**src/gw_pkg.sv**
```systemverilog
// Constants and types shared by the serial-to-CAN message gateway
package gw_pkg;
   // Request function codes
   localparam logic [7:0]  FN_RD_HOLD   = 8'h03;
   localparam logic [7:0]  FN_RD_INPUT  = 8'h04;
   localparam logic [7:0]  FN_WR_SINGLE = 8'h06;
   localparam logic [7:0]  FN_WR_MULTI  = 8'h10;
   // Frame layout in registers
   localparam int          FRAME_WORDS  = 9;
   localparam logic [3:0]  FRAME_LAST   = 4'h8;
   localparam int          TX_WORDS     = 7;
   localparam logic [15:0] TX_QTY       = 16'h0007;
   localparam logic [7:0]  TX_BYTE_CNT  = 8'h0D;
   localparam logic [15:0] TX_LAST_REG  = 16'h0006;
   localparam logic [7:0]  HOLD_BYTES   = 8'h0E;
   localparam logic [15:0] MAX_RD_QTY   = 16'h007D;
   // Request buffer and queue sizes
   localparam int          RX_BUF_BYTES = 24;
   localparam logic [4:0]  RX_BUF_LAST  = 5'h17;
   localparam logic [4:0]  LEN_SHORT    = 5'h08;
   localparam logic [4:0]  LEN_MULTI    = 5'h17;
   localparam logic [7:0]  ECHO_LEN     = 8'h06;
   localparam logic [7:0]  READ_HDR_LEN = 8'h03;
   localparam int          QUEUE_DEPTH  = 8;
   localparam logic [3:0]  QUEUE_FULL   = 4'h8;
   // Checksum
   localparam logic [15:0] CRC_INIT     = 16'hFFFF;
   localparam logic [15:0] CRC_POLY     = 16'hA001;
   localparam logic [15:0] ZERO_WORD    = 16'h0000;
   // Controller states
   typedef enum logic [4:0] {
      ST_IDLE   = 5'b00001,
      ST_CHECK  = 5'b00010,
      ST_SEND   = 5'b00100,
      ST_CRC_LO = 5'b01000,
      ST_CRC_HI = 5'b10000
   } state_t;
endpackage : gw_pkg

```
**src/modbus_can_gateway.sv**
```systemverilog
// Serial request handler, CAN receive queue and CAN transmit record
`timescale 1ns/1ps
module modbus_can_gateway (
   // Clock and reset
   input  wire logic         clk,
   input  wire logic         rst,
   // Configuration
   input  wire logic         slaveMode,
   input  wire logic [7:0]   nodeId,
   // Serial receive bytes
   input  wire logic [7:0]   rxByte,
   input  wire logic         rxValid,
   input  wire logic         rxEnd,
   // Serial transmit bytes
   output logic      [7:0]   txByte,
   output logic              txValid,
   input  wire logic         txReady,
   // CAN receive side
   input  wire logic [143:0] canRxData,
   input  wire logic         canRxValid,
   input  wire logic         canRxSpecific,
   output logic              queueDrop,
   // CAN transmit side
   output logic      [111:0] canTxFrame,
   output logic              canTxPending,
   output logic              canTxStart,
   input  wire logic         canBusIdle
);
   gw_pkg::state_t state_reg, state_next;
   logic [7:0]   rxBuf_reg [gw_pkg::RX_BUF_BYTES];
   logic [7:0]   rxBuf_next [gw_pkg::RX_BUF_BYTES];
   logic [4:0]   rxCnt_reg, rxCnt_next;
   logic [15:0]  rxCrc_reg, rxCrc_next, txCrc_reg, txCrc_next;
   logic [7:0]   idx_reg, idx_next;
   logic [3:0]   wReg_reg, wReg_next, fOff_reg, fOff_next;
   logic         hiLo_reg, hiLo_next, pend_reg, pend_next, drop_reg;
   logic [15:0]  txRegs_reg [gw_pkg::TX_WORDS];
   logic [15:0]  txRegs_next [gw_pkg::TX_WORDS];
   logic [111:0] frame_reg, frame_next;
   logic [15:0]  q_reg [gw_pkg::QUEUE_DEPTH][gw_pkg::FRAME_WORDS];
   logic [15:0]  q_next [gw_pkg::QUEUE_DEPTH][gw_pkg::FRAME_WORDS];
   logic [2:0]   rdPtr_reg, rdPtr_next, wrPtr_reg, wrPtr_next;
   logic [3:0]   occ_reg, occ_next, popN;
   logic         push, reqOk, isRead, commit;
   logic [7:0]   fn, respLen;
   logic [15:0]  start, qty, wordSel;

   // Bytewise CRC-16 with reflected polynomial
   function automatic logic [15:0] crcByte(input logic [15:0] c, input logic [7:0] b);
      logic [15:0] r;
      r = c ^ {8'h00, b};
      for (int i = 0; i < 8; i++)
      begin
         r = r[0] ? ((r >> 1) ^ gw_pkg::CRC_POLY) : (r >> 1);
      end
      return r;
   endfunction : crcByte

   // ***************************************
   // Request decode
   // ***************************************
   assign fn      = rxBuf_reg[1];
   assign start   = {rxBuf_reg[2], rxBuf_reg[3]};
   assign qty     = {rxBuf_reg[4], rxBuf_reg[5]};
   assign isRead  = (fn == gw_pkg::FN_RD_HOLD) || (fn == gw_pkg::FN_RD_INPUT);
   assign respLen = isRead ? gw_pkg::READ_HDR_LEN + {qty[6:0], 1'b0} : gw_pkg::ECHO_LEN;

   // Accept only intact requests for this node with a served layout
   always_comb
   begin
      reqOk = (rxCrc_reg == 16'h0000) && (rxBuf_reg[0] == nodeId);
      unique case (fn)
         gw_pkg::FN_RD_HOLD:   reqOk = reqOk && rxCnt_reg == gw_pkg::LEN_SHORT
                                      && start == 16'h0000 && qty == gw_pkg::TX_QTY;
         gw_pkg::FN_RD_INPUT:  reqOk = reqOk && rxCnt_reg == gw_pkg::LEN_SHORT
                                      && start == 16'h0000 && qty != 16'h0000
                                      && qty <= gw_pkg::MAX_RD_QTY;
         gw_pkg::FN_WR_SINGLE: reqOk = reqOk && rxCnt_reg == gw_pkg::LEN_SHORT
                                      && start <= gw_pkg::TX_LAST_REG;
         gw_pkg::FN_WR_MULTI:  reqOk = reqOk && rxCnt_reg == gw_pkg::LEN_MULTI
                                      && start == 16'h0000 && qty == gw_pkg::TX_QTY
                                      && rxBuf_reg[6] == gw_pkg::TX_BYTE_CNT;
         default:              reqOk = 1'b0;
      endcase
   end

   // ***************************************
   // Response byte source
   // ***************************************
   always_comb
   begin
      wordSel = gw_pkg::ZERO_WORD;
      if (fn == gw_pkg::FN_RD_HOLD)
         wordSel = txRegs_reg[wReg_reg[2:0]];
      else if (fOff_reg < occ_reg)
         wordSel = q_reg[3'(rdPtr_reg + fOff_reg[2:0])][wReg_reg];
      txValid = 1'b0;
      txByte  = 8'h00;
      unique case (state_reg)
         gw_pkg::ST_SEND:
         begin
            txValid = 1'b1;
            if (!isRead || idx_reg < 8'h02)
               txByte = rxBuf_reg[idx_reg[4:0]];
            else if (idx_reg == 8'h02)
               txByte = {qty[6:0], 1'b0};
            else
               txByte = hiLo_reg ? wordSel[7:0] : wordSel[15:8];
         end
         gw_pkg::ST_CRC_LO:
         begin
            txValid = 1'b1;
            txByte  = txCrc_reg[7:0];
         end
         gw_pkg::ST_CRC_HI:
         begin
            txValid = 1'b1;
            txByte  = txCrc_reg[15:8];
         end
         default: ;
      endcase
   end

   // ***************************************
   // Request and response controller
   // ***************************************
   always_comb
   begin
      state_next  = state_reg;
      rxBuf_next  = rxBuf_reg;
      rxCnt_next  = rxCnt_reg;
      rxCrc_next  = rxCrc_reg;
      txCrc_next  = txCrc_reg;
      idx_next    = idx_reg;
      wReg_next   = wReg_reg;
      fOff_next   = fOff_reg;
      hiLo_next   = hiLo_reg;
      txRegs_next = txRegs_reg;
      frame_next  = frame_reg;
      commit      = 1'b0;
      popN        = 4'h0;
      unique case (state_reg)
         gw_pkg::ST_IDLE:
            if (rxEnd)
               state_next = gw_pkg::ST_CHECK;
            else if (rxValid)
            begin
               if (rxCnt_reg <= gw_pkg::RX_BUF_LAST)
               begin
                  rxBuf_next[rxCnt_reg] = rxByte;
                  rxCnt_next = rxCnt_reg + 5'h01;
               end
               rxCrc_next = crcByte(rxCrc_reg, rxByte);
            end
         gw_pkg::ST_CHECK:
         begin
            rxCnt_next = 5'h00;
            rxCrc_next = gw_pkg::CRC_INIT;
            state_next = reqOk ? gw_pkg::ST_SEND : gw_pkg::ST_IDLE;
            idx_next   = 8'h00;
            wReg_next  = 4'h0;
            fOff_next  = 4'h0;
            hiLo_next  = 1'b0;
            txCrc_next = gw_pkg::CRC_INIT;
            if (reqOk && fn == gw_pkg::FN_WR_SINGLE)
            begin
               txRegs_next[start[2:0]] = qty;
               commit = (start == gw_pkg::TX_LAST_REG);
            end
            if (reqOk && fn == gw_pkg::FN_WR_MULTI)
            begin
               for (int k = 0; k < gw_pkg::TX_WORDS; k++)
               begin
                  txRegs_next[k] = {rxBuf_reg[7 + 2 * k], rxBuf_reg[8 + 2 * k]};
               end
               commit = 1'b1;
            end
            if (commit)
            begin
               for (int k = 0; k < gw_pkg::TX_WORDS; k++)
               begin
                  frame_next[111 - 16 * k -: 16] = txRegs_next[k];
               end
            end
         end
         gw_pkg::ST_SEND:
            if (txReady)
            begin
               txCrc_next = crcByte(txCrc_reg, txByte);
               idx_next   = idx_reg + 8'h01;
               if (isRead && idx_reg > 8'h02)
               begin
                  hiLo_next = !hiLo_reg;
                  if (hiLo_reg && wReg_reg == gw_pkg::FRAME_LAST)
                  begin
                     wReg_next = 4'h0;
                     fOff_next = fOff_reg + 4'h1;
                  end
                  else if (hiLo_reg)
                     wReg_next = wReg_reg + 4'h1;
               end
               if (idx_next == respLen)
                  state_next = gw_pkg::ST_CRC_LO;
            end
         gw_pkg::ST_CRC_LO:
            if (txReady)
               state_next = gw_pkg::ST_CRC_HI;
         gw_pkg::ST_CRC_HI:
            if (txReady)
            begin
               state_next = gw_pkg::ST_IDLE;
               if (fn == gw_pkg::FN_RD_INPUT)
                  popN = (fOff_reg < occ_reg) ? fOff_reg : occ_reg;
            end
         default:
            state_next = gw_pkg::ST_IDLE;
      endcase
   end

   // Transmit buffer hand-off holds until the bus is idle
   assign canTxStart = pend_reg && canBusIdle;
   assign pend_next  = commit || (pend_reg && !canBusIdle);

   // ***************************************
   // CAN receive queue
   // ***************************************
   assign push = canRxValid && slaveMode && !canRxSpecific && occ_reg < gw_pkg::QUEUE_FULL;

   always_comb
   begin
      q_next     = q_reg;
      wrPtr_next = wrPtr_reg;
      rdPtr_next = 3'(rdPtr_reg + popN[2:0]);
      occ_next   = occ_reg - popN;
      if (push)
      begin
         for (int k = 0; k < gw_pkg::FRAME_WORDS; k++)
         begin
            q_next[wrPtr_reg][k] = canRxData[143 - 16 * k -: 16];
         end
         wrPtr_next = wrPtr_reg + 3'h1;
         occ_next   = occ_reg - popN + 4'h1;
      end
   end

   // Register all state
   always_ff @(posedge clk)
   begin
      rxBuf_reg  <= rxBuf_next;
      txRegs_reg <= txRegs_next;
      q_reg      <= q_next;
      if (rst)
      begin
         state_reg <= gw_pkg::ST_IDLE;
         rxCnt_reg <= 5'h00;
         rxCrc_reg <= gw_pkg::CRC_INIT;
         txCrc_reg <= gw_pkg::CRC_INIT;
         idx_reg   <= 8'h00;
         wReg_reg  <= 4'h0;
         fOff_reg  <= 4'h0;
         hiLo_reg  <= 1'b0;
         frame_reg <= '0;
         pend_reg  <= 1'b0;
         rdPtr_reg <= 3'h0;
         wrPtr_reg <= 3'h0;
         occ_reg   <= 4'h0;
         drop_reg  <= 1'b0;
      end
      else
      begin
         state_reg <= state_next;
         rxCnt_reg <= rxCnt_next;
         rxCrc_reg <= rxCrc_next;
         txCrc_reg <= txCrc_next;
         idx_reg   <= idx_next;
         wReg_reg  <= wReg_next;
         fOff_reg  <= fOff_next;
         hiLo_reg  <= hiLo_next;
         frame_reg <= frame_next;
         pend_reg  <= pend_next;
         rdPtr_reg <= rdPtr_next;
         wrPtr_reg <= wrPtr_next;
         occ_reg   <= occ_next;
         drop_reg  <= canRxValid && slaveMode && !canRxSpecific && !push;
      end
   end

   assign canTxFrame   = frame_reg;
   assign canTxPending = pend_reg;
   assign queueDrop    = drop_reg;
endmodule : modbus_can_gateway

```
**config.mk**
```make
export PLATFORM = sky130hd
export DESIGN_NAME = modbus_can_gateway
export DESIGN_NICKNAME = d
export VERILOG_FILES = /design/src/gw_pkg.sv /design/src/modbus_can_gateway.sv
export SDC_FILE = /design/constraint.sdc
export NUM_CORES = 2
export LEC_CHECK = 0
export BUFFER_PORTS_ARGS = -buffer_cell sky130_fd_sc_hd__buf_2
export CORE_AREA = 8 8 426 428
export DETAILED_ROUTE_END_ITERATION = 10
export DIE_AREA = 0 0 434 436
export PLACE_DENSITY_LB_ADDON = 0.3
export SYNTH_ARGS = -nofsm -noshare
export SYNTH_HDL_FRONTEND = slang
export SYNTH_SLANG_ARGS = --single-unit
```
**constraint.sdc**
```tcl
create_clock -name clk -period 12.6 [get_ports clk]
set_input_delay 0.63 -clock clk [delete_from_list [all_inputs] [get_ports clk]]
set_output_delay 0.63 -clock clk [all_outputs]
set_load 0.02 [all_outputs]
```
After elaboration in Yosys (flattened, before gate mapping):

Index checks and enable logic that the tools add are counted.

* bits in registers: 1639
* input bits: 169
* output and inout bits: 124
* logic and storage cells: 357

* add/subtract/negate cells: 10
* magnitude comparators: 17
* eq/ne operators: 29
* mux-type cells: 111
* bitwise gates (word level): 26
* reduce and logical (&&, ||, !) cells: 47

Operators with widths (number)
* $bwmux 1152: 9
* $demux 144 s3: 9
* $bmux 144 s3: 1
* $mux 144: 3
* $mux 16: 27
* $mux 112: 3
* $bwmux 192: 1
* $mux 128: 1
* $bwmux 112: 1
* $mux 96: 1
* $mux 80: 1
* $bmux 16 s4: 1
* $mux 64: 1
* $mux 8: 8
* $pmux 16 s2: 2
* $bmux 16 s3: 1
* $demux 16 s3: 1
* $mux 4: 12
* $mux 48: 1
* $not 2->3: 16
* $bmux 8 s5: 1
* $demux 8 s5: 1
* $mux 5: 8
* $eq 16x3->1 const B: 2
* 58 further kinds: 128

Logic depth before layout (Yosys ltp):

* depth after elaboration: 33
* mapped depth: 22
* gate-level depth less buffers: 16

Least setup slack after synthesis:

Ideal clock, no wire load.

* path type: input port to flip-flop
* start: in canRxSpecific
* end: reg q_reg[288] (netlist name), enable pin
* library setup time: 0.824 ns
* arrival: 10.823 ns
* required time: 11.776 ns
* path slack: 0.953 ns
* stages: 3
* buffers on the path: 0
* cell sequence: nand3b_1 -> nand2b_1 -> nor3_1

* word-level cells in the longest chain between the ends: 3

RTL lines
* start: declaration: RTL line modbus_can_gateway.sv:21 `input wire logic canRxSpecific,`
* $logic_not 1->1: RTL line modbus_can_gateway.sv:227 `assign push = canRxValid && slaveMode && !canRxSpecific && occ_reg < gw_pkg::QUEUE_FULL;`
* $logic_and 1x1->1 (2 in series): RTL line modbus_can_gateway.sv:227
* end signal: assignment: RTL line modbus_can_gateway.sv:251 `q_reg <= q_next;`
* end: declaration: RTL line modbus_can_gateway.sv:40 `logic [15:0] q_reg [gw_pkg::QUEUE_DEPTH][gw_pkg::FRAME_WORDS];`

No other way between the ends.
A chain may end at the register's enable or synchronous reset.

Final worst setup path:

* start: reg fOff_reg[0]
* end: out txByte[7]

* word-level cells in the longest chain between the ends: 14
* elaborated cells between the ends (all ways): 15
* those cells by class: 1 x add/sub; 1 x order compare; 12 x mux; 1 x bitwise

RTL lines
* start: declaration: RTL line modbus_can_gateway.sv:35 `logic [3:0] wReg_reg, wReg_next, fOff_reg, fOff_next;`
* start signal: assignment: RTL line modbus_can_gateway.sv:277 `fOff_reg <= fOff_next;`
* $add 3x3->3: RTL line modbus_can_gateway.sv:96 `wordSel = q_reg[3'(rdPtr_reg + fOff_reg[2:0])][wReg_reg];`
* $not 3->4 (implied by the code): RTL line modbus_can_gateway.sv:96
* $bmux 144 s3: RTL line modbus_can_gateway.sv:96
* $mux 144 (implied by the code) (2 in series): RTL line modbus_can_gateway.sv:96
* $bmux 16 s4: RTL line modbus_can_gateway.sv:96
* $mux 16 (implied by the code) (2 in series): RTL line modbus_can_gateway.sv:96
* $mux 16 *: RTL line modbus_can_gateway.sv:95 `else if (fOff_reg < occ_reg)`
* $mux 16 *: RTL line modbus_can_gateway.sv:93 `if (fn == gw_pkg::FN_RD_HOLD)`
* $mux 8 *: RTL line modbus_can_gateway.sv:108 `txByte = hiLo_reg ? wordSel[7:0] : wordSel[15:8];`
* $mux 8 *: RTL line modbus_can_gateway.sv:105 `else if (idx_reg == 8'h02)`
* $mux 8 *: RTL line modbus_can_gateway.sv:103 `if (!isRead || idx_reg < 8'h02)`
* $pmux 8 s3 *: RTL line modbus_can_gateway.sv:99 `unique case (state_reg)`
* end: declaration: RTL line modbus_can_gateway.sv:15 `output logic [7:0] txByte,`

Every way passes the cells marked *; elsewhere a longest branch is shown, timed or not. The select of a mux whose other input is x is not followed.

==> impl_metrics.yaml <==
outcome:
  status: "complete, no violations"
synth:
  synth_xor_area_frac: 0.0118
  synth_top_family_by_area: "multiplexers"
  ys_warn_count: 0
  synth_compound_area_frac: 0.0612
  syn_inst: 4838
  yosysUniqueCellTypes: 92
  syn_area_sq_um: 69500
  syn_nets: 5033
  ys_top_cells_by_area: "edfxtp_1 (63%), mux4_2 (6.9%), dfxtp_1 (5.3%)"
  synth-edff-count: 1456
  synth.avg_cell_area_sq_um: 14.4
  yosys.cell_count.top_type: "edfxtp_1"
  ys_seq_elements: 1639
  muxShareOfSynthArea: 0.113
  synth_top_area_share: 0.629
  async_flop_share: 0
  synth_common_cells: "edfxtp_1 (1456), nand2_1 (746), a21oi_1 (302)"
  synth_flop_cell: "edfxtp_1"
  yosys.area.top_type: "edfxtp_1"
  synth_adder_area_share: 0.00500
  seq_area_frac_synth: 0.682
  synth-simple-area-share: 0.102
timing:
  skew_ns: 0.0352
  setup_viol: 0
  fmax_mhz: 135
  worst_slew_pin_slew_ns: 1.26
  fin_crit_ns: 7.43
  min_period_over_period: 0.589
  setup_tns_ns: 0
  slew_headroom: 0.156
  finalMaxSlewViolations: 0
  rsz0062_at_grt: "false"
  hold_viol: 0
  holdWs_ns: 0.0739
layout:
  syn_to_final_growth_pct: 13.3
  fin_nets: 5261
  largest_reg_flops: 1152
  nFillCells: 15700
  layout-drive-gt1-share: 0.176
critical_path:
  cp-startpoint: "fOff_reg[0]$_SDFFE_PP0P_"
  critPathMaxFanout: 45
  startpoint_type: "flop"
  crit_arrival_ns: 6.80
  required_ns: 11.97
  crit_type: "reg -> out"
  reg2reg_from: "fOff_reg[0]$_SDFFE_PP0P_"
  end_kind: "primary output"
pwr:
  p_per_area_nw_per_um2: 142
  p_leak_uw: 0.0258
  worst_ir_drop_vdd_mv: 0.131
  comb_power_share: 0.024
  p_int_uw: 8860
  netSwitchingFraction: 0.209
  power_switching_uw: 2350
  seq_power_share: 0.530
  p_clk_frac: 0.446
clocking:
  htreeDepth: 4
  cts_tree: "yes"
  cts_buffers: 171
  clock_latency_ns: 0.83
  ctsResizeCount: 0
  clock_sinks: 1639
  clockRootBuffer: "clkbuf_16"
  clk_pin_slew_ns: 0.06
  cts.path.max_buffers: 3
placement:
  dp_hpwl_microns: 139000
  portBuffers: 292
  place.gp.congestion: 0.892
global_routing:
  antenna_found_initial: 70
  grt_max_degree: 159
  grt_pass1_vias: 42300
  overflow: 0
  grt_pass1_wl_microns: 312000
  grt_use_total: 0.225
job:
  maxCapViolCount: 0
routing:
  firstDrtPassIters: 6
  finalWirelength_microns: 220000
  via_per_inst: 5.79
  vias: 43800
  drt_iter0_drc: 5065
  wl_per_cell_microns: 29.1
  drtAntennaViolNets: 0
  drc: 0
floorplan:
  die_w_microns: 434
  die_y_microns: 436
  initial_core_util: 0.397
  dieArea_sq_um: 189000
  io-pin-count: 293
  fp-row-count: 154
  core_sq_um: 175000
worst_hold_path:
  min_path_type: "in -> reg"
  hp-start: "canRxData[132]"
## worst max-delay path, stage by stage, from the launching register on
cell and delay (ns):
dfxtp_1 0.50, ha_4 0.18, inv_1 0.04, fa_4 1.27, buf_4 0.68, inv_2 0.26
buf_4 0.37, mux4_2 0.57, nand2_1 0.09, a21oi_1 0.11, a2111oi_0 0.67, o31ai_1 0.25
a31oi_2 0.28, nand2_1 0.24, buf_2 0.23
## cell usage in the layout (no fill, tap or decap), types with 15 or more instances in the layout
cell       instances
a211oi_1          15
a21oi_1          301
a31oi_1           65
a32oi_1           34
and2_1           141
and3_1            20
buf_2            291
buf_4             80
clkbuf_1          38
clkbuf_16        175
clkinv_1          24
clkinv_2          27
dfxtp_1          177
diode_2           21
edfxtp_1        1456
ha_1              22
inv_1             30
mux2_2            21
mux2i_1          247
mux4_2           214
nand2_1          744
nand2b_1          31
nand3_1          159
nand4_1           46
nor2_1           249
nor2b_1           19
nor3_1            49
nor4_1            23
o211ai_1          35
o21ai_0           48
o22ai_1           26
xnor2_1           51
xor2_1            27
## path summary, 6_finish.rpt
check | end | slack, ns | cells after the start
setup / recovery | txByte[7] | 5.17 | 14
hold / removal | q_reg[852]$_DFFE_PP_ | 0.07 | 1
setup reg to reg | txCrc_reg[15]$_SDFFE_PP1P_ | 5.56 | 18
hold reg to reg | canTxFrame[6]$_SDFFE_PP0P_ | 0.45 | 2
## kinds of logic after synthesis
family	Yosys count
simple gates	1567
fa+ha+maj	26
xor+xnor	85
buf+inv	359
compound gates	667
mux	495
flops	1639
## metal layers
metal  vias to the layer above  GRT usage  wire length, microns
met5                         -          0                   227
met4                        36     0.0895                  9520
met3                       495     0.0488                 19300
met2                      2171      0.372                107000
met1                     22200      0.288                 84300
li1                      18900          -                     -
## metrics by stage
| stage | setup WS [ns] | util | cell area, sq um | power [uW] | instances |
|---|---|---|---|---|---|
| after global routing | 4.90 | 0.450 | 78700 | 11500 | 7546 |
| final | 5.17 | 0.450 | 78700 | 11200 | 7558 |
| after floorplan | 0.953 | - | 69500 | 6180 | 4838 |
| after CTS | 5.11 | 0.450 | 78700 | 11300 | 7537 |
| after global placement | 5.68 | 0.418 | 73200 | 6320 | 7232 |
| after detailed placement | 5.62 | 0.418 | 73200 | 6330 | 7232 |
## layout make-up
class | instances | area (sq um) | area share
Antenna cell | 21 | 52.6 | 0.000667
Tap cell | 2340 | 2930 | 0.0372
Inverter | 35 | 134 | 0.00170
Multi-Input combinational cell | 2840 | 20600 | 0.261
Sequential cell | 1639 | 47400 | 0.602
Clock inverter | 85 | 880 | 0.0112
Clock buffer | 219 | 4600 | 0.0584
Timing Repair Buffer | 379 | 2200 | 0.0279
## what timing repair did
item	in CTS	in global routing
hold buffers	1	0
endpoints found under the hold margin	1	0
setup buffers	0	0
## power by group through the flow
| stage | sequential (uW) | clock [uW] | combinational (uW) |
|---|---|---|---|
| 4_1_cts | 5940 | 5080 | 267 |
| 5_1_grt | 5940 | 5250 | 286 |
| 6_report | 5940 | 5000 | 267 |
| 3_5_place_dp | 6060 | 0 | 266 |
| 2_1_floorplan | 6060 | 0 | 119 |
| 3_3_place_gp | 6060 | 0 | 261 |
(Power assumes the default switching activity.)
